$ cat src/core/tsp_pkg.sv
// Shared constants and carrier types of the touch ADC serial port.
package tsp_pkg;

    // ==========================================================
    // Control word layout
    localparam int CW_BITS = 8;
    localparam int START_POS = 7;
    localparam int CH_HI = 6;
    localparam int CH_LO = 4;
    localparam int RES_POS = 3;
    localparam int SE_POS = 2;
    localparam int PW_HI_POS = 1;
    localparam int PW_LO_POS = 0;

    // ==========================================================
    // Sequencing counts, in serial clock edges after the start bit
    localparam int CNT_W = 5;
    localparam logic [4:0] CNT_MAX = 5'h1F;
    localparam logic [4:0] EDGE_FIRST = 5'h01;
    localparam logic [4:0] EDGE_CH = 5'h04;
    localparam logic [4:0] EDGE_ACQ = 5'h06;
    localparam logic [4:0] EDGE_WORD = 5'h08;
    localparam logic [4:0] EDGE_MSB = 5'h09;
    localparam logic [4:0] EDGE_PWR = 5'h04;
    localparam logic [4:0] EDGE_ALERT = 5'h04;
    localparam logic [4:0] REARM_12 = 5'h0F;
    localparam logic [4:0] REARM_8 = 5'h0B;
    localparam logic [4:0] LEN_12 = 5'h0C;
    localparam logic [4:0] LEN_8 = 5'h08;
    localparam int RES_W = 12;
    // Pin idle levels {clock, select, data, touch}; select idles high.
    localparam logic [3:0] PIN_IDLE = 4'h4;

    // ==========================================================
    // Register map
    localparam int ADDR_W = 4;
    localparam logic [3:0] REG_CTRL = 4'h0;
    localparam logic [3:0] REG_TEST = 4'h4;
    localparam logic [3:0] REG_STATUS = 4'h8;
    localparam logic [31:0] CTRL_RESET = 32'h0000_0000;
    localparam logic [31:0] TEST_RESET = 32'h0000_0000;
    localparam int CTRL_TEST_POS = 0;
    localparam logic [1:0] RESP_OKAY = 2'h0;
    localparam logic [1:0] RESP_DECERR = 2'h3;

    // ==========================================================
    // Bus carriers
    typedef struct packed {
        logic awvalid;
        logic [ADDR_W-1:0] awaddr;
        logic wvalid;
        logic [31:0] wdata;
        logic [3:0] wstrb;
        logic bready;
        logic arvalid;
        logic [ADDR_W-1:0] araddr;
        logic rready;
    } tsp_axi_req_type;

    typedef struct packed {
        logic awready;
        logic wready;
        logic bvalid;
        logic [1:0] bresp;
        logic arready;
        logic rvalid;
        logic [31:0] rdata;
        logic [1:0] rresp;
    } tsp_axi_rsp_type;

endpackage

$ cat src/core/tsp_sync.sv
// Two-stage synchroniser for a group of asynchronous inputs.
`timescale 1ns/10ps
module tsp_sync #(
    parameter int WIDTH = 1,
    parameter logic [WIDTH-1:0] RESET_VAL = '0
) (
    // Clock and reset
    input wire logic core_clk_in,
    input wire logic arst_n_in,
    // Data
    input wire logic [WIDTH-1:0] async_in,
    output logic [WIDTH-1:0] sync_out
);
    typedef struct packed {
        logic [WIDTH-1:0] meta;
        logic [WIDTH-1:0] safe;
    } tsp_sync_state_type;

    tsp_sync_state_type st;
    tsp_sync_state_type next_st;

    always_comb begin
        next_st.meta = async_in;
        next_st.safe = st.meta;
    end

    always_ff @(posedge core_clk_in or negedge arst_n_in) begin
        if (!arst_n_in) begin
            // Start at the pin's idle level so no false edge follows reset.
            st.meta <= RESET_VAL;
            st.safe <= RESET_VAL;
        end else begin
            st <= next_st;
        end
    end

    assign sync_out = st.safe;
endmodule

$ cat src/core/tsp_axi_slave.sv
// AXI4-Lite register slave holding control, test data and status.
`timescale 1ns/10ps
module tsp_axi_slave
    import tsp_pkg::*;
(
    // Clock and reset
    input wire logic core_clk_in,
    input wire logic arst_n_in,
    // Bus
    input wire tsp_axi_req_type axi_req_in,
    output tsp_axi_rsp_type axi_rsp_out,
    // Block side
    input wire logic [31:0] status_in,
    output logic [31:0] ctrl_out,
    output logic [31:0] test_out
);
    typedef struct packed {
        tsp_axi_rsp_type rsp;
        logic aw_held;
        logic w_held;
        logic [ADDR_W-1:0] awaddr;
        logic [31:0] wdata;
        logic [3:0] wstrb;
        logic [31:0] ctrl;
        logic [31:0] test;
    } tsp_axi_state_type;

    tsp_axi_state_type st;
    tsp_axi_state_type next_st;

    function automatic logic [31:0] merge(input logic [31:0] old,
                                          input logic [31:0] data,
                                          input logic [3:0] strb);
        logic [31:0] res;
        res = old;
        for (int i = 0; i < 4; i++) begin
            if (strb[i]) begin
                res[i*8 +: 8] = data[i*8 +: 8];
            end
        end
        return res;
    endfunction

    always_comb begin
        next_st = st;
        if (axi_req_in.awvalid && st.rsp.awready) begin
            next_st.aw_held = 1'b1;
            next_st.awaddr = axi_req_in.awaddr;
            next_st.rsp.awready = 1'b0;
        end
        if (axi_req_in.wvalid && st.rsp.wready) begin
            next_st.w_held = 1'b1;
            next_st.wdata = axi_req_in.wdata;
            next_st.wstrb = axi_req_in.wstrb;
            next_st.rsp.wready = 1'b0;
        end
        if (st.aw_held && st.w_held && !st.rsp.bvalid) begin
            next_st.aw_held = 1'b0;
            next_st.w_held = 1'b0;
            next_st.rsp.bvalid = 1'b1;
            next_st.rsp.bresp = RESP_OKAY;
            if (st.awaddr == REG_CTRL) begin
                next_st.ctrl = merge(st.ctrl, st.wdata, st.wstrb);
            end else if (st.awaddr == REG_TEST) begin
                next_st.test = merge(st.test, st.wdata, st.wstrb);
            end else if (st.awaddr != REG_STATUS) begin
                next_st.rsp.bresp = RESP_DECERR;
            end
        end
        if (st.rsp.bvalid && axi_req_in.bready) begin
            next_st.rsp.bvalid = 1'b0;
            next_st.rsp.awready = 1'b1;
            next_st.rsp.wready = 1'b1;
        end
        if (axi_req_in.arvalid && st.rsp.arready) begin
            next_st.rsp.arready = 1'b0;
            next_st.rsp.rvalid = 1'b1;
            next_st.rsp.rresp = RESP_OKAY;
            if (axi_req_in.araddr == REG_CTRL) begin
                next_st.rsp.rdata = st.ctrl;
            end else if (axi_req_in.araddr == REG_TEST) begin
                next_st.rsp.rdata = st.test;
            end else if (axi_req_in.araddr == REG_STATUS) begin
                next_st.rsp.rdata = status_in;
            end else begin
                next_st.rsp.rdata = 32'h0000_0000;
                next_st.rsp.rresp = RESP_DECERR;
            end
        end
        if (st.rsp.rvalid && axi_req_in.rready) begin
            next_st.rsp.rvalid = 1'b0;
            next_st.rsp.arready = 1'b1;
        end
    end

    always_ff @(posedge core_clk_in or negedge arst_n_in) begin
        if (!arst_n_in) begin
            st <= '0;
            st.rsp.awready <= 1'b1;
            st.rsp.wready <= 1'b1;
            st.rsp.arready <= 1'b1;
            st.ctrl <= CTRL_RESET;
            st.test <= TEST_RESET;
        end else begin
            st <= next_st;
        end
    end

    assign axi_rsp_out = st.rsp;
    assign ctrl_out = st.ctrl;
    assign test_out = st.test;
endmodule

$ cat src/core/tsp_top.sv
// Serial control and conversion sequencer of the touch screen ADC.
//
// Contract
// - Select falling enables busy and data outputs.
// - Control bits sampled on rising serial clock.
// - Nothing happens until a high start bit.
// - Word complete after acquisition, hold, busy high.
// - Busy drops at the next falling edge.
// - Data output low during control bits.
// - Result MSB leaves on ninth falling edge.
// - Nine zeros, twelve bits, trailing zeros.
// - Ratiometric keeps switches on while converting.
// - Select rising floats outputs, aborts conversion.
// - Select held low awaits next start bit.
// - Twelve-bit rearm at eighth rising edge.
// - Eight-bit rearm at fourth rising edge.
// - Next word accepted while result shifts out.
// - Fifteen-clock overlapped cycles are supported.
// - Eight-bit conversion ends four clocks earlier.
// - Power up falling 4, down at end.
// - Enabled pen touch pulls alert low.
// - Pen enabled at reset, start disables it.
// - Alert releases at fourth falling edge.
// - Pen re-enabled only after conversion ends or select rises.
// - Word: start, channel, resolution, mode, power.
// - Resolution bit zero twelve, one eight.
// - Power bits select power-down and pen enable.
`timescale 1ns/10ps
module tsp_top
    import tsp_pkg::*;
(
    // Clock and reset
    input wire logic core_clk_in,
    input wire logic arst_n_in,
    // Register bus
    input wire tsp_axi_req_type axi_req_in,
    output tsp_axi_rsp_type axi_rsp_out,
    // Serial pins
    input wire logic serial_clock_in,
    input wire logic chip_select_n_in,
    input wire logic serial_data_in,
    output logic serial_data_out,
    output logic serial_data_oe_out,
    output logic busy_out,
    output logic busy_oe_out,
    output logic touch_alert_n_out,
    output logic touch_alert_n_oe_out,
    // Converter core
    input wire logic [RES_W-1:0] conv_result_in,
    input wire logic pen_touch_in,
    output logic [2:0] channel_select_out,
    output logic single_ended_select_out,
    output logic switch_on_out,
    output logic track_hold_out,
    output logic power_up_out
);
    // ==========================================================
    // State
    typedef struct packed {
        logic sclk_d;
        logic active;
        logic capturing;
        logic [CNT_W-1:0] cr;
        logic [CNT_W-1:0] cf;
        logic [CW_BITS-1:0] cw;
        logic [CW_BITS-1:0] ctl;
        logic conv;
        logic [CNT_W-1:0] kf;
        logic conv_mode8;
        logic conv_se;
        logic [1:0] conv_pw;
        logic [RES_W-1:0] res;
        logic pen_en;
        logic alert_hold;
        logic alert_oe;
        logic powered;
        logic busy;
        logic sdo;
        logic sdo_oe;
        logic busy_oe;
        logic sw_on;
        logic hold;
        logic [2:0] channel;
        logic se;
    } tsp_state_type;

    tsp_state_type st;
    tsp_state_type next_st;

    logic sclk_s;
    logic cs_n_s;
    logic sdi_s;
    logic touch_s;
    logic [31:0] ctrl_reg;
    logic [31:0] test_reg;
    logic [31:0] status_word;
    logic rise;
    logic fall;
    logic [CNT_W-1:0] rearm;
    logic [CNT_W-1:0] conv_end;
    logic [CNT_W-1:0] cr_inc;
    logic [CNT_W-1:0] cf_inc;
    logic [CNT_W-1:0] kf_inc;
    logic [CW_BITS-1:0] cw_shift;
    logic [RES_W-1:0] sample;

    // ==========================================================
    // Pin synchronisers and register slave
    tsp_sync #(
        .WIDTH(4),
        .RESET_VAL(PIN_IDLE)
    ) u_sync (
        .core_clk_in(core_clk_in),
        .arst_n_in(arst_n_in),
        .async_in({serial_clock_in, chip_select_n_in, serial_data_in,
                   pen_touch_in}),
        .sync_out({sclk_s, cs_n_s, sdi_s, touch_s})
    );

    assign status_word = {18'h00000, st.ctl, st.powered, st.pen_en,
                          st.busy, st.conv, st.capturing, st.active};

    tsp_axi_slave u_regs (
        .core_clk_in(core_clk_in),
        .arst_n_in(arst_n_in),
        .axi_req_in(axi_req_in),
        .axi_rsp_out(axi_rsp_out),
        .status_in(status_word),
        .ctrl_out(ctrl_reg),
        .test_out(test_reg)
    );

    // ==========================================================
    // Helpers
    function automatic logic [CNT_W-1:0] sat_inc(input logic [CNT_W-1:0] v);
        return (v == CNT_MAX) ? v : v + EDGE_FIRST;
    endfunction

    assign rise = sclk_s && !st.sclk_d;
    assign fall = !sclk_s && st.sclk_d;
    // fifteen-clock overlap
    // The rearm distance follows the word currently in the register.
    assign rearm = st.ctl[RES_POS] ? REARM_8 : REARM_12;
    assign conv_end = EDGE_WORD + (st.conv_mode8 ? LEN_8 : LEN_12);
    assign cr_inc = sat_inc(st.cr);
    assign cf_inc = sat_inc(st.cf);
    assign kf_inc = sat_inc(st.kf);
    assign cw_shift = {st.cw[CW_BITS-2:0], sdi_s};
    // The test pattern lets software exercise the pins without the core.
    assign sample = ctrl_reg[CTRL_TEST_POS] ? test_reg[RES_W-1:0]
                                            : conv_result_in;

    // ==========================================================
    // Sequencer
    always_comb begin
        next_st = st;
        next_st.sclk_d = sclk_s;
        next_st.active = !cs_n_s;
        next_st.sdo_oe = !cs_n_s;
        next_st.busy_oe = !cs_n_s;
        if (cs_n_s) begin
            next_st.capturing = 1'b0;
            next_st.conv = 1'b0;
            next_st.busy = 1'b0;
            next_st.sdo = 1'b0;
            next_st.hold = 1'b0;
            next_st.sw_on = 1'b0;
            next_st.alert_hold = 1'b0;
            next_st.pen_en = !st.ctl[PW_LO_POS];
        end else if (rise) begin
            if (st.capturing && st.cr < EDGE_WORD) begin
                next_st.cw = cw_shift;
                next_st.cr = cr_inc;
                if (cr_inc == EDGE_CH) begin
                    next_st.channel = cw_shift[2:0];
                end
                if (cr_inc == EDGE_ACQ) begin
                    next_st.se = cw_shift[0];
                    next_st.sw_on = 1'b1;
                end
                if (cr_inc == EDGE_WORD) begin
                    next_st.ctl = cw_shift;
                    if (cw_shift[PW_HI_POS]) begin
                        next_st.powered = 1'b1;
                    end
                end
            end else if (sdi_s && (!st.capturing || st.cr >= rearm)) begin
                next_st.capturing = 1'b1;
                next_st.cr = EDGE_FIRST;
                next_st.cf = '0;
                next_st.cw = {{(CW_BITS-1){1'b0}}, 1'b1};
                next_st.pen_en = 1'b0;
                next_st.alert_hold = st.alert_oe;
            end else if (st.capturing) begin
                next_st.cr = cr_inc;
            end
        end else if (fall) begin
            if (st.capturing) begin
                next_st.cf = cf_inc;
                if (cf_inc == EDGE_PWR) begin
                    next_st.powered = 1'b1;
                end
                if (cf_inc == EDGE_ALERT) begin
                    next_st.alert_hold = 1'b0;
                end
            end
            next_st.busy = 1'b0;
            next_st.sdo = 1'b0;
            if (st.capturing && cf_inc == EDGE_WORD && st.cr >= EDGE_WORD) begin
                next_st.conv = 1'b1;
                next_st.kf = EDGE_WORD;
                next_st.busy = 1'b1;
                next_st.hold = 1'b1;
                next_st.conv_mode8 = st.ctl[RES_POS];
                next_st.conv_se = st.ctl[SE_POS];
                next_st.conv_pw = st.ctl[PW_HI_POS:PW_LO_POS];
                next_st.res = sample;
                if (st.ctl[SE_POS]) begin
                    next_st.sw_on = 1'b0;
                end
            end else if (st.conv) begin
                next_st.kf = kf_inc;
                if (kf_inc >= EDGE_MSB) begin
                    next_st.sdo = st.res[RES_W-1];
                    next_st.res = {st.res[RES_W-2:0], 1'b0};
                end
                if (kf_inc == conv_end) begin
                    next_st.conv = 1'b0;
                    next_st.hold = 1'b0;
                    next_st.sw_on = 1'b0;
                    // pen and power per word
                    // A start bit seen during this conversion already
                    // owns pen and power, so they are left to its word.
                    if (cf_inc > EDGE_WORD) begin
                        next_st.pen_en = !st.conv_pw[PW_LO_POS];
                        if (!st.conv_pw[PW_HI_POS]) begin
                            next_st.powered = 1'b0;
                        end
                    end
                end
            end
        end
        next_st.alert_oe = (st.pen_en && touch_s) || next_st.alert_hold;
    end

    always_ff @(posedge core_clk_in or negedge arst_n_in) begin
        if (!arst_n_in) begin
            st <= '0;
            st.pen_en <= 1'b1;
        end else begin
            st <= next_st;
        end
    end

    // ==========================================================
    // Outputs
    assign serial_data_out = st.sdo;
    assign serial_data_oe_out = st.sdo_oe;
    assign busy_out = st.busy;
    assign busy_oe_out = st.busy_oe;
    assign touch_alert_n_out = 1'b0;
    assign touch_alert_n_oe_out = st.alert_oe;
    assign channel_select_out = st.channel;
    assign single_ended_select_out = st.se;
    assign switch_on_out = st.sw_on;
    assign track_hold_out = st.hold;
    assign power_up_out = st.powered;

    // ==========================================================
    // Checks
    a_select_enables: assert property (
        @(posedge core_clk_in) disable iff (!arst_n_in)
        $fell(cs_n_s) |=> (serial_data_oe_out && busy_oe_out))
        else $error("outputs not enabled after select fell");

    a_start_needed: assert property (
        @(posedge core_clk_in) disable iff (!arst_n_in)
        (!cs_n_s && rise && !st.capturing && !sdi_s) |=> !st.capturing)
        else $error("sequence began without a start bit");

    a_word_launch: assert property (
        @(posedge core_clk_in) disable iff (!arst_n_in)
        (!cs_n_s && fall && st.capturing && st.cf == 5'h07
         && st.cr >= EDGE_WORD)
        |=> (st.conv && busy_out && track_hold_out))
        else $error("conversion did not start on eighth falling edge");

    a_busy_short: assert property (
        @(posedge core_clk_in) disable iff (!arst_n_in)
        (busy_out && fall && !cs_n_s && !(st.capturing && cf_inc ==
         EDGE_WORD)) |=> !busy_out)
        else $error("busy outlived its falling edge");

    a_low_in_word: assert property (
        @(posedge core_clk_in) disable iff (!arst_n_in)
        (st.capturing && st.cr < EDGE_WORD && !st.conv && $past(fall)
         && !$past(st.conv)) |-> !serial_data_out)
        else $error("data output not low during control word");

    a_ratio_switch: assert property (
        @(posedge core_clk_in) disable iff (!arst_n_in)
        (st.conv && !st.conv_se) |-> switch_on_out)
        else $error("ratiometric switches off while converting");

    a_deselect_abort: assert property (
        @(posedge core_clk_in) disable iff (!arst_n_in)
        cs_n_s |=> (!st.conv && !serial_data_oe_out && !busy_oe_out))
        else $error("deselect did not abort and float");

    a_rearm_twelve: assert property (
        @(posedge core_clk_in) disable iff (!arst_n_in)
        (!cs_n_s && rise && st.capturing && !st.ctl[RES_POS]
         && st.cr >= EDGE_WORD && st.cr < REARM_12) |=> st.cr != EDGE_FIRST)
        else $error("start bit accepted too early in twelve-bit mode");

    a_power_edge: assert property (
        @(posedge core_clk_in) disable iff (!arst_n_in)
        (!cs_n_s && fall && st.capturing && st.cf == 5'h03) |=> power_up_out)
        else $error("not powered after fourth falling edge");

    a_pen_off: assert property (
        @(posedge core_clk_in) disable iff (!arst_n_in)
        (!cs_n_s && rise && !st.capturing && sdi_s) |=> !st.pen_en)
        else $error("start bit left pen detection enabled");

    a_alert_release: assert property (
        @(posedge core_clk_in) disable iff (!arst_n_in)
        (!cs_n_s && fall && st.capturing && st.cf == 5'h03 && !st.pen_en)
        |=> !touch_alert_n_oe_out)
        else $error("alert not released at fourth falling edge");
endmodule

$ cat config.mk
export PLATFORM = sky130hd
export DESIGN_NAME = tsp_top
export DESIGN_NICKNAME = d
export VERILOG_FILES = /design/src/core/tsp_pkg.sv /design/src/core/tsp_sync.sv /design/src/core/tsp_axi_slave.sv /design/src/core/tsp_top.sv
export SDC_FILE = /design/constraint.sdc
export NUM_CORES = 1
export LEC_CHECK = 0
export BUFFER_PORTS_ARGS = -buffer_cell sky130_fd_sc_hd__buf_4
export CAP_MARGIN = 20
export CORE_ASPECT_RATIO = 1.1
export CORE_UTILIZATION = 35
export CTS_BUF_LIST = sky130_fd_sc_hd__clkbuf_4
export CTS_CLUSTER_SIZE = 30
export DETAILED_ROUTE_END_ITERATION = 7
export HOLD_SLACK_MARGIN = 0.03
export PLACE_DENSITY = 0.54
export SYNTH_ARGS = -nofsm -noshare
export SYNTH_HDL_FRONTEND = slang
export SYNTH_HIERARCHICAL = 1
export SYNTH_SLANG_ARGS = --single-unit
$ cat constraint.sdc
create_clock -name core_clk_in -period 2.32 [get_ports core_clk_in]
set_input_delay 0.696 -clock core_clk_in [delete_from_list [all_inputs] [get_ports core_clk_in]]
set_output_delay 0.696 -clock core_clk_in [all_outputs]
set_load 0.02 [all_outputs]
; ---- Word level (Yosys, flattened, before mapping)
; Cells that the tools add are included.
[totals]
reg_bits = 217
[classes]
mux = 84
eq_ne = 26
bitwise = 3
order_cmp = 5
add_sub_neg = 4
n_reduce_logical = 71
[ops]
columns = operator, n
row1 = 2-to-1 mux 32 bit, 2
row2 = 2-to-1 mux 5 bit, 10
row3 = AND reduction 4 bit, 10
row4 = 2-to-1 mux 2 bit, 19
row5 = 2-to-1 mux 12 bit, 3
row6 = 2-to-1 mux 36 bit, 1
row7 = 2-to-1 mux 1 bit, 34
row8 = nonzero test 2 bit, 14
row9 = 2-to-1 mux 13 bit, 2
row10 = 2-to-1 mux 24 bit, 1
row11 = 2-to-1 mux 22 bit, 1
row12 = AND reduction 3 bit, 7
row13 = nonzero test 3 bit, 7
row14 = 2-to-1 mux 6 bit, 3
row15 = adder 5 x 1 -> 5 bit (second input constant), 3
row16 = equality test 5 x 3 -> 1 bit (second input constant), 3
row17 = equality test 5 bit (second input constant), 3
row18 = 2-to-1 mux 3 bit, 5
row19 = AND reduction 5 bit, 3
row20 = logical AND 1 bit, 14
row21 = 2-to-1 mux 14 bit, 1
row22 = equality test 5 x 4 -> 1 bit (second input constant), 2
row23 = >= comparator 5 x 4 -> 1 bit (second input constant), 2
row24 = != test 2 x 1 -> 1 bit (second input constant), 5
row25 = other kinds (22), 38

; ---- Logic depth before layout (Yosys ltp)
; Gate-level depths: netlist of run 1.
[logic_depth]
word_depth = 13
depth_mapped = 10
mapped_depth_nobuf = 7

; ---- Cells and area by module
; Netlist of run 1, hierarchy kept.
[modules_own_cells]
columns = module, cells_per_inst, area_each_um2, seq_area_each_um2, instances
row1 = tsp_axi_slave, 617, 7196.9, 3632.2, 1
row2 = tsp_top, 352, 3618.5, 1527.7, 1
row3 = tsp_sync, 8, 202.7, 202.7, 1

; ---- Worst setup path after synthesis of run 1
; Ideal clock, no wire load.
[synth_path]
path_kind = register -> register
startpoint = register, netlist name st[53]
endpoint = register, netlist name st[17]
t_arrival_ps = 2219
path_stages_with_launch = 9
setup_slack_ps = -24
path_buffers = 2
synth_period_minus_slack_ps = 2344
setup_time_ps = 125
cell_sequence = dfrtp_1 -> ha_1 -> buf_4 -> or4b_4 -> o41ai_4 -> nand4_2 -> o31ai_4 -> buf_12 -> mux2_4

==> run_results.csv, run 1 <==
group,metric,value,unit
status,outcome,"completed",
synth,synth_cells,926,
sta,rsz0062_at_grt,"true",
synth,yosysWarnings,6,
placed_design,dp_slack,31.3,ps
critical_path,worstPathRequired,2860,ps
hold_path,min_to,"u_sync/next_st[3]$_DFF_PN0_",
final_layout,post_route_cells_drive_above_1_share,0.387,
final_layout,nFillCells,2941,
synth,syn_area,10600,um^2
hold_path,holdPathStages,1,
placed_design,gp_congestion,0.881,
route,postRouteAntennaNets,0,
cts,tritoncts,"built",
final_layout,fin_cells,1477,
global_routing,overflow,0,
critical_path,cp-end-kind,"flip-flop",
sta,drv_slew,0,
route,vias,7309,
final_layout,fin_area,12500,um^2
critical_path,worstPathArrival,2780,ps
placed_design,placed_cells,1364,
die,die_h,185,um
cts,cts_sinks,214,
die,io-pin-count,121,
cts,htree_levels,2,
critical_path,crit_fanout,21,
sta,fin_worst_skew,46.1,ps
power,power_leakage,5.82,nW
sta,finalHoldViolCount,0,
global_routing,track_usage,0.167,
flow_run,max-cap-violations,0,
critical_path,critical_path_class,"reg -> reg",
power,power_density,896,nW/um^2
global_routing,grt_antenna_before_repair,2,
critical_path,rrSetupSlack,80,ps
sta,tightest_slew,762,ps
route,drc,0,
critical_path,cp_cell_sequence,"ha_2 -> or4b_4 -> o41ai_4 -> and3_4 -> nor3_1 -> mux2_2",
sta,finalSetupTns,0,ps
placed_design,io_buffers,119,
critical_path,rr_endpoint,"st[30]$_DFFE_PN0P_",
die,start_util,0.358,
critical_path,timing.rr.start,"st[52]$_DFFE_PN0P_",
sta,fmax,447,MHz
route,detail_route.iter0.violations,266,
final_layout,syn_to_final_growth,18.0,%
critical_path,worst-r2r-cell-count,6,
sta,finalCritPeriodShare,0.965,
route,drt_wl_total,25200,um
cts,cts-root-buf,"clkbuf_4",
die,fp.dieW,168,um
sta,worst_slack,80.4,ps
cts,numCtsBuffers,59,
critical_path,critPathMaxStageDelay,530,ps
critical_path,cp-start-kind,"flip-flop",
critical_path,worst_path_max_delay_cell,"or4b_4",
die,die_area,31100,um^2
hold_path,hold_path.startpoint,"serial_clock_in",
die,core_region_area,29700,um^2
sta,period_needed,2240,ps
placed_design,dp.final_hpwl,17400,um
sta,finalSetupViolCount,0,
placed_design,dpl_cell_area,11700,um^2
cts,clock_path_buffers,3,
global_routing,grt_pass1_vias,7752,
global_routing,grt_max_degree,50,
route,first_pass_iters,5,
hold_path,hold_path_class,"in -> reg",
die,fp-row-count,66,
power,ir_worst_vdd,0.528,mV
cts,clock_latency,700,ps
sta,max-slew-margin-rel,0.492,
cts,path_clk_slew,60,ps
route,wl_per_cell,17.0,um
route,viasPerCell,4.95,
power,power,11.2,mW
final_layout,fin_nets,1127,
synth,syn_area_per_cell,11.5,um^2
global_routing,grt_pass1_wl,40900,um
through the flow:
step	utilization	hold slack [ps]
final	0.422	142
after global placement	0.394	337
after detailed placement	0.394	336
after floorplan	-	331
after global routing	0.422	74.5
after CTS	0.421	72.5
layer usage:
metal	share of wire	track usage	vias to the layer above	wire, um
met4	0.021	0.0545	0	537
met1	0.44	0.211	3572	11100
met2	0.47	0.280	183	11900
li1	-	-	3503	-
met3	0.063	0.0412	51	1580
met5	0	0	-	0
what timing repair did:
item / in CTS / in global routing
endpoints found under the setup margin: 0 / 15
endpoints found under the hold margin: 41 / 0
resized for setup: 0 / 4
hold buffers: 1 / 0
setup buffers: 0 / 1
worst max-delay path by stage:
stage	start	end	slack (ps)	cells past startpoint
floorplan	st[53]$_DFFE_PN0P_	st[17]$_DFFE_PN0P_	1	8
global placement	st[31]$_DFFE_PN0P_	st[16]$_DFFE_PN0P_	40	6
detailed placement	st[31]$_DFFE_PN0P_	st[16]$_DFFE_PN0P_	30	6
CTS	st[31]$_DFFE_PN0P_	st[16]$_DFFE_PN0P_	30	6
global route	st[52]$_DFFE_PN0P_	st[13]$_DFFE_PN1P_	-30	6
finish	st[52]$_DFFE_PN0P_	st[30]$_DFFE_PN0P_	80	6
critical path: cells and delay by family (launching register included):
kind	cells	cell delay, ps
flip-flops	1	380
multiplexers	1	270
AO/OA/AOI/OAI	1	100
AND/OR/NAND/NOR	3	1140
adder cells (fa/ha/maj)	1	220
area by class of cell:
type                    count  area [um^2]  share of cell area
clock buffers              92          691              0.0550
clock inverters            17         96.3             0.00768
well taps                 374          468              0.0373
repair buffers            166         1360               0.108
diodes                      2         5.00            0.000399
inverters                  54          203              0.0162
multi-input cells         558         4370               0.348
flip-flops and latches    214         5360               0.427
placed cells by master, fill, tap and decap left out, types with 3 or more instances in the layout:
cell type	n
conb_1	19
nor2_1	47
dfrtp_1	208
mux2i_1	23
o21a_1	6
nand2_1	66
o21ai_0	90
buf_4	156
nand3b_1	3
nor2b_1	7
nand3_1	8
buf_12	8
o22a_1	3
mux2_2	77
ha_1	5
o31ai_1	3
a21oi_1	18
mux2_4	54
nand2_2	3
nor3b_1	3
a31oi_1	7
nand4_1	3
a32o_1	32
clkinv_1	13
a211oi_1	3
dfstp_2	6
clkbuf_4	92
a31o_2	3
and2_1	3
and3_1	11
inv_1	54
nor3_1	6
and3_2	3
power by group:
| part | internal [mW] | switching, mW | leakage (nW) |
|---|---|---|---|
| logic | 1.37 | 0.987 | 2.55 |
| registers | 4.65 | 0.742 | 2.81 |
| clock network | 1.91 | 1.59 | 0.470 |
registers in the layout (all words and copies together), names as in the netlist, 3 cells and up:
signal              flops
st                     43
u_regs/st              42
u_regs/axi_rsp_out     39
u_regs/ctrl_out        32
u_regs/test_out        32
cw_shift                7
u_sync/next_st          4
u_sync/sync_out         4
channel_select_out      3
Power figures use the tool's default switching activity.
==> run 2: changes to the inputs <==
- ABC_AREA: default -> 1
==> run 2 against run 1 <==
Sequential share of layout area decreased by 0.84 points. First-iteration DRC count increased to 2.5 times the previous value. Final cell count increased by 33%. Hold slack got worse by 59 ps. Synthesized cell count increased by 48%.
==> run_results.csv, run 2 <==
group,metric,value,unit
status,outcome,"completed",
flow_run,max-cap-violations,0,
final_layout,layout_common_cells,"529 x nand2_1, 206 x dfrtp_1, 152 x nand3_1",
critical_path,worstPathRequired,2900,ps
hold_path,hold_path_class,"in -> reg",
route,viasPerCell,4.66,
route,drc,0,
sta,tightest_slew,567,ps
route,postRouteAntennaNets,0,
die,fp-row-count,67,
power,power_density,922,nW/um^2
route,vias,9131,
die,die_area,31900,um^2
global_routing,grt_max_degree,51,
critical_path,cp-end-kind,"flip-flop",
cts,clock_path_buffers,3,
global_routing,busiest_layer,"met1",
synth,syn_area_per_cell,7.95,um^2
synth,syn_area,10900,um^2
final_layout,syn_to_final_growth,17.5,%
placed_design,gp_congestion,0.865,
final_layout,final_common_cell,"nand2_1",
sta,fin_worst_skew,45.7,ps
critical_path,worstPathArrival,2760,ps
placed_design,dp.final_hpwl,20500,um
critical_path,path_delay_family,"simple AND/OR/NAND/NOR gates",
cts,clock_latency,730,ps
critical_path,cpMostUsedCell,"nand2_1",
cts,htree_levels,2,
global_routing,use_met2,0.269,
final_layout,fin_nets,1569,
critical_path,critPathMaxStageDelay,440,ps
critical_path,crit_buf_inv,1,
synth,synth_cells,1372,
final_layout,largest_reg_flops,43,
critical_path,critical_path_class,"reg -> reg",
power,power_leakage,6.72,nW
global_routing,track_usage,0.186,
synth,yosysWarnings,6,
route,drt_wl_total,28500,um
sta,rsz0062_at_grt,"false",
route,wl_per_cell,14.6,um
final_layout,regMostFlops,"st",
power,ir_worst_vdd,0.537,mV
cts,tritoncts,"built",
sta,finalHoldViolCount,0,
die,fp.dieW,170,um
global_routing,grt_pass1_vias,8805,
global_routing,grt_antenna_before_repair,1,
global_routing,gr-usage-met1,0.271,
die,core_region_area,30500,um^2
final_layout,fin_cells,1961,
route,first_pass_iters,5,
placed_design,placed_cells,1842,
placed_design,io_buffers,119,
cts,cts-root-buf,"clkbuf_4",
global_routing,overflow,0,
global_routing,grt_pass1_wl,46900,um
cts,cts_sinks,214,
sta,fmax,458,MHz
critical_path,worst_path_max_delay_cell,"dfrtp_1",
route,detail_route.iter0.violations,674,
cts,path_clk_slew,60,ps
sta,whs,83.0,ps
sta,finalSetupViolCount,0,
die,io-pin-count,121,
cts,numCtsBuffers,60,
sta,drv_slew,0,
sta,max-slew-margin-rel,0.619,
placed_design,dp_slack,155,ps
sta,finalCritPeriodShare,0.940,
critical_path,cp-start-kind,"flip-flop",
sta,finalSetupTns,0,ps
critical_path,crit_fanout,13,
final_layout,post_route_cells_drive_above_1_share,0.201,
global_routing,use_met3,0.0404,
critical_path,cp_cell_sequence,"ha_1 -> or2_2 -> nand2_1 -> nand2_1 -> inv_1 -> nand2_1 -> o21ai_0 -> nand2_1 -> nand2_4 -> nand2_4 -> nand3_1 -> nand2_1",
sta,worst_slack,139,ps
die,die_h,187,um
sta,period_needed,2180,ps
die,start_util,0.357,
==> run 2: per-layer routing <==
| layer | share of wire | vias to the layer above |
|---|---|---|
| met3 | 0.059 | 55 |
| met1 | 0.50 | 4178 |
| met4 | 0.025 | 0 |
| li1 | - | 4618 |
| met2 | 0.42 | 280 |
| met5 | 0 | - |
==> run 2: power by group <==
| part | internal, mW | switching, mW |
|---|---|---|
| Clock | 1.76 | 1.62 |
| Sequential | 4.64 | 0.853 |
| Combinational | 1.11 | 1.84 |
| Total | 7.51 | 4.31 |
==> run 2: timing repair <==
| action | 4_1_cts | 5_1_grt |
|---|---|---|
| endpoints found under the hold margin | 33 | 0 |
| buffers inserted | 0 | 2 |
| hold buffers | 3 | 0 |
| resized for setup | 0 | 6 |
| setup endpoints to repair | 0 | 12 |
==> run 2: worst paths after layout <==
| kind | from | end | slack (ps) | depth (start not counted) |
|---|---|---|---|---|
| min in group asynchronous | arst_n_in | st[54]$_DFFE_PN0P_ | 470 | 2 |
| max in group asynchronous | arst_n_in | u_regs/axi_rsp_out[35]$_DFFE_PN1P_ | 1140 | 3 |
| worst max register to register | st[30]$_DFFE_PN0P_ | st[15]$_DFFE_PN0P_ | 140 | 12 |
| worst min-delay path | pen_touch_in | u_sync/next_st[0]$_DFF_PN0_ | 80 | 1 |
| worst max-delay path | st[30]$_DFFE_PN0P_ | st[15]$_DFFE_PN0P_ | 140 | 12 |
| worst min register to register | u_sync/next_st[1]$_DFF_PN0_ | u_sync/sync_out[1]$_DFF_PN0_ | 330 | 0 |
==> run 2: final cells by class <==
| class | instances | area (um^2) |
|---|---|---|
| fillers | 3215 | 17700 |
| multi-input cells | 955 | 4470 |
| repair buffers | 159 | 1290 |
| clock inverters | 24 | 93.8 |
| flip-flops and latches | 214 | 5370 |
| clock buffers | 89 | 668 |
| well taps | 414 | 518 |
| inverters | 105 | 399 |
| diodes | 1 | 2.50 |
==> run 2: through the flow <==
stage	area [um^2]	utilization	total power [mW]
after global placement	12000	0.393	8.44
after global routing	12800	0.420	12.7
final	12800	0.420	11.8
after detailed placement	12000	0.393	8.49
after floorplan	11000	-	7.60
after CTS	12800	0.419	12.0
==> run 2: worst reg2reg max path, cell delays in order, from the launching register on <==
cell and delay [ps]:
dfrtp_1 440, ha_1 270, or2_2 280, nand2_1 80, nand2_1 70, inv_1 70
nand2_1 40, o21ai_0 170, nand2_1 130, nand2_4 180, nand2_4 140, nand3_1 120
nand2_1 60
==> run 3: changes to the inputs <==
- PLACE_DENSITY: 0.54 -> 0.56
==> run 3 against run 2 <==
Routed wire length up 1.5%. Setup slack improved by 18 ps. Die area is the same. Cell area increased by 0.34%. Sequential cell count did not move. Utilization up 0.14 points. Maximum frequency is 0.81% higher. Hold slack gained 58 ps. Power is 1.1% higher. Non-clock buffer count rose by 3. Clock power up 4%. Final cell count about the same.
==> run_results.csv, run 3 (synthesis results as in run 2) <==
group,metric,value,unit
status,outcome,"completed",
sta,fmax,462,MHz
critical_path,cp-start-kind,"flip-flop",
critical_path,path_delay_family,"flip-flops",
cts,clock_latency,720,ps
route,drc,0,
global_routing,grt_max_degree,59,
route,drt_wl_total,29000,um
global_routing,grt_pass1_wl,48100,um
critical_path,crit_buf_inv,1,
die,fp.dieW,170,um
cts,numCtsBuffers,59,
power,power,12.0,mW
final_layout,regArea,5370,um^2
critical_path,critical_path_class,"reg -> out",
route,wl_per_cell,14.8,um
final_layout,post-route-util,0.421,
critical_path,worstPathArrival,1470,ps
placed_design,gp_congestion,0.827,
route,dr_wl_met2,12500,um
route,dr_wl_met3,1510,um
global_routing,overflow,0,
final_layout,layout_common_cells,"529 x nand2_1, 206 x dfrtp_1, 152 x nand3_1",
route,viasPerCell,4.70,
sta,finalSetupViolCount,0,
power,ir_worst_vdd,0.564,mV
final_layout,fin_nets,1571,
sta,fin_worst_skew,59.0,ps
route,first_pass_iters,7,
flow_run,max-cap-violations,0,
route,detail_route.iter0.violations,803,
placed_design,dp.final_hpwl,20600,um
sta,finalCritPeriodShare,0.933,
sta,finalHoldViolCount,0,
global_routing,grt_antenna_before_repair,1,
final_layout,final_common_cell,"nand2_1",
sta,period_needed,2160,ps
cts,cts_sinks,214,
route,route.layer.met1.wl,14300,um
sta,drv_slew,0,
final_layout,post_route_cells_drive_above_1_share,0.207,
critical_path,worst_path_max_delay_cell,"dfrtp_1",
cts,cts-root-buf,"clkbuf_4",
die,die_area,31900,um^2
critical_path,worstPathRequired,1620,ps
final_layout,multi_input_comb_area,4470,um^2
critical_path,crit_fanout,3,
final_layout,regMostFlops,"st",
placed_design,io_buffers,119,
final_layout,largest_reg_flops,43,
placed_design,dpl_cell_area,12000,um^2
die,die_h,187,um
route,highest_layer,"met4",
route,postRouteAntennaNets,0,
global_routing,track_usage,0.189,
die,fp-row-count,67,
die,start_util,0.357,
sta,finalSetupTns,0,ps
power,power_leakage,6.74,nW
route,vias,9216,
final_layout,nFillCells,3222,
sta,rsz0062_at_grt,"false",
global_routing,grt_pass1_vias,8969,
sta,tightest_slew,614,ps
die,core_region_area,30500,um^2
critical_path,critPathMaxStageDelay,540,ps
hold_path,hold_path_class,"in -> reg",
cts,tritoncts,"built",
cts,path_clk_slew,60,ps
cts,htree_levels,2,
sta,max-slew-margin-rel,0.590,
critical_path,cp-end-kind,"primary output",
final_layout,fin_area,12900,um^2
critical_path,cp_cell_sequence,"buf_4",
power,power_density,930,nW/um^2
cts,clock_path_buffers,3,
die,io-pin-count,121,
final_layout,syn_to_final_growth,17.9,%
==> run 3: cell count changes in the layout (fill, tap and decap cells not counted), sizes merged <==
cell	before	now
inv	106	105
buf	155	158
clkinvlp	0	2
clkinv	23	10
clkbuf	90	97
dlygate4sd3	3	4
==> run 3: report_power, final <==
group,total (mW),switching [mW],internal [mW]
sequential,5.50,0.864,4.64
combinational,2.93,1.83,1.10
clock,3.51,1.64,1.88
total,11.9,4.33,7.62
==> run 3: final timing paths <==
check / from / to / slack, ps / depth (start not counted)
hold reg to reg: u_sync/next_st[1]$_DFF_PN0_ / u_sync/sync_out[1]$_DFF_PN0_ / 340 / 0
setup / recovery: busy_oe_out$_DFF_PN0_ / busy_oe_out / 160 / 1
setup reg to reg: u_sync/sync_out[3]$_DFF_PN0_ / st[14]$_DFFE_PN0P_ / 230 / 10
max in group asynchronous: arst_n_in / u_regs/axi_rsp_out[40]$_DFFE_PN1P_ / 1100 / 3
min in group asynchronous: arst_n_in / st[54]$_DFFE_PN0P_ / 510 / 2
hold / removal: serial_data_in / u_sync/next_st[1]$_DFF_PN0_ / 140 / 1
==> run 3: repair_timing <==
action,in CTS,in global routing
buffers inserted,0,2
endpoints found under the setup margin,0,21
hold endpoints to repair,50,0
hold buffers,4,0
gates resized for setup,0,8
==> run 3: metal layers <==
layer | global-route usage | up-vias
met3 | 0.0358 | 52
met2 | 0.280 | 242
met1 | 0.279 | 4292
met5 | 0 | -
li1 | - | 4630
met4 | 0.0558 | 0
==> run 3: cell type report <==
| type | count | area share |
|---|---|---|
| antenna | 1 | 0.000195 |
| clock buffer | 97 | 0.0567 |
| clock inverter | 12 | 0.00419 |
| inverter | 105 | 0.0311 |
| multi-input combinational | 955 | 0.348 |
| sequential | 214 | 0.417 |
| tap | 414 | 0.0403 |
| timing repair buffer | 162 | 0.102 |
==> run 3: metrics by stage <==
step	instances	setup WS [ps]	hold WS [ps]
after floorplan	1390	404	331
after global placement	1843	-8.29	334
after detailed placement	1844	147	336
after CTS	1957	68.0	69.6
after global routing	1960	18.0	68.6
final	1960	156	141
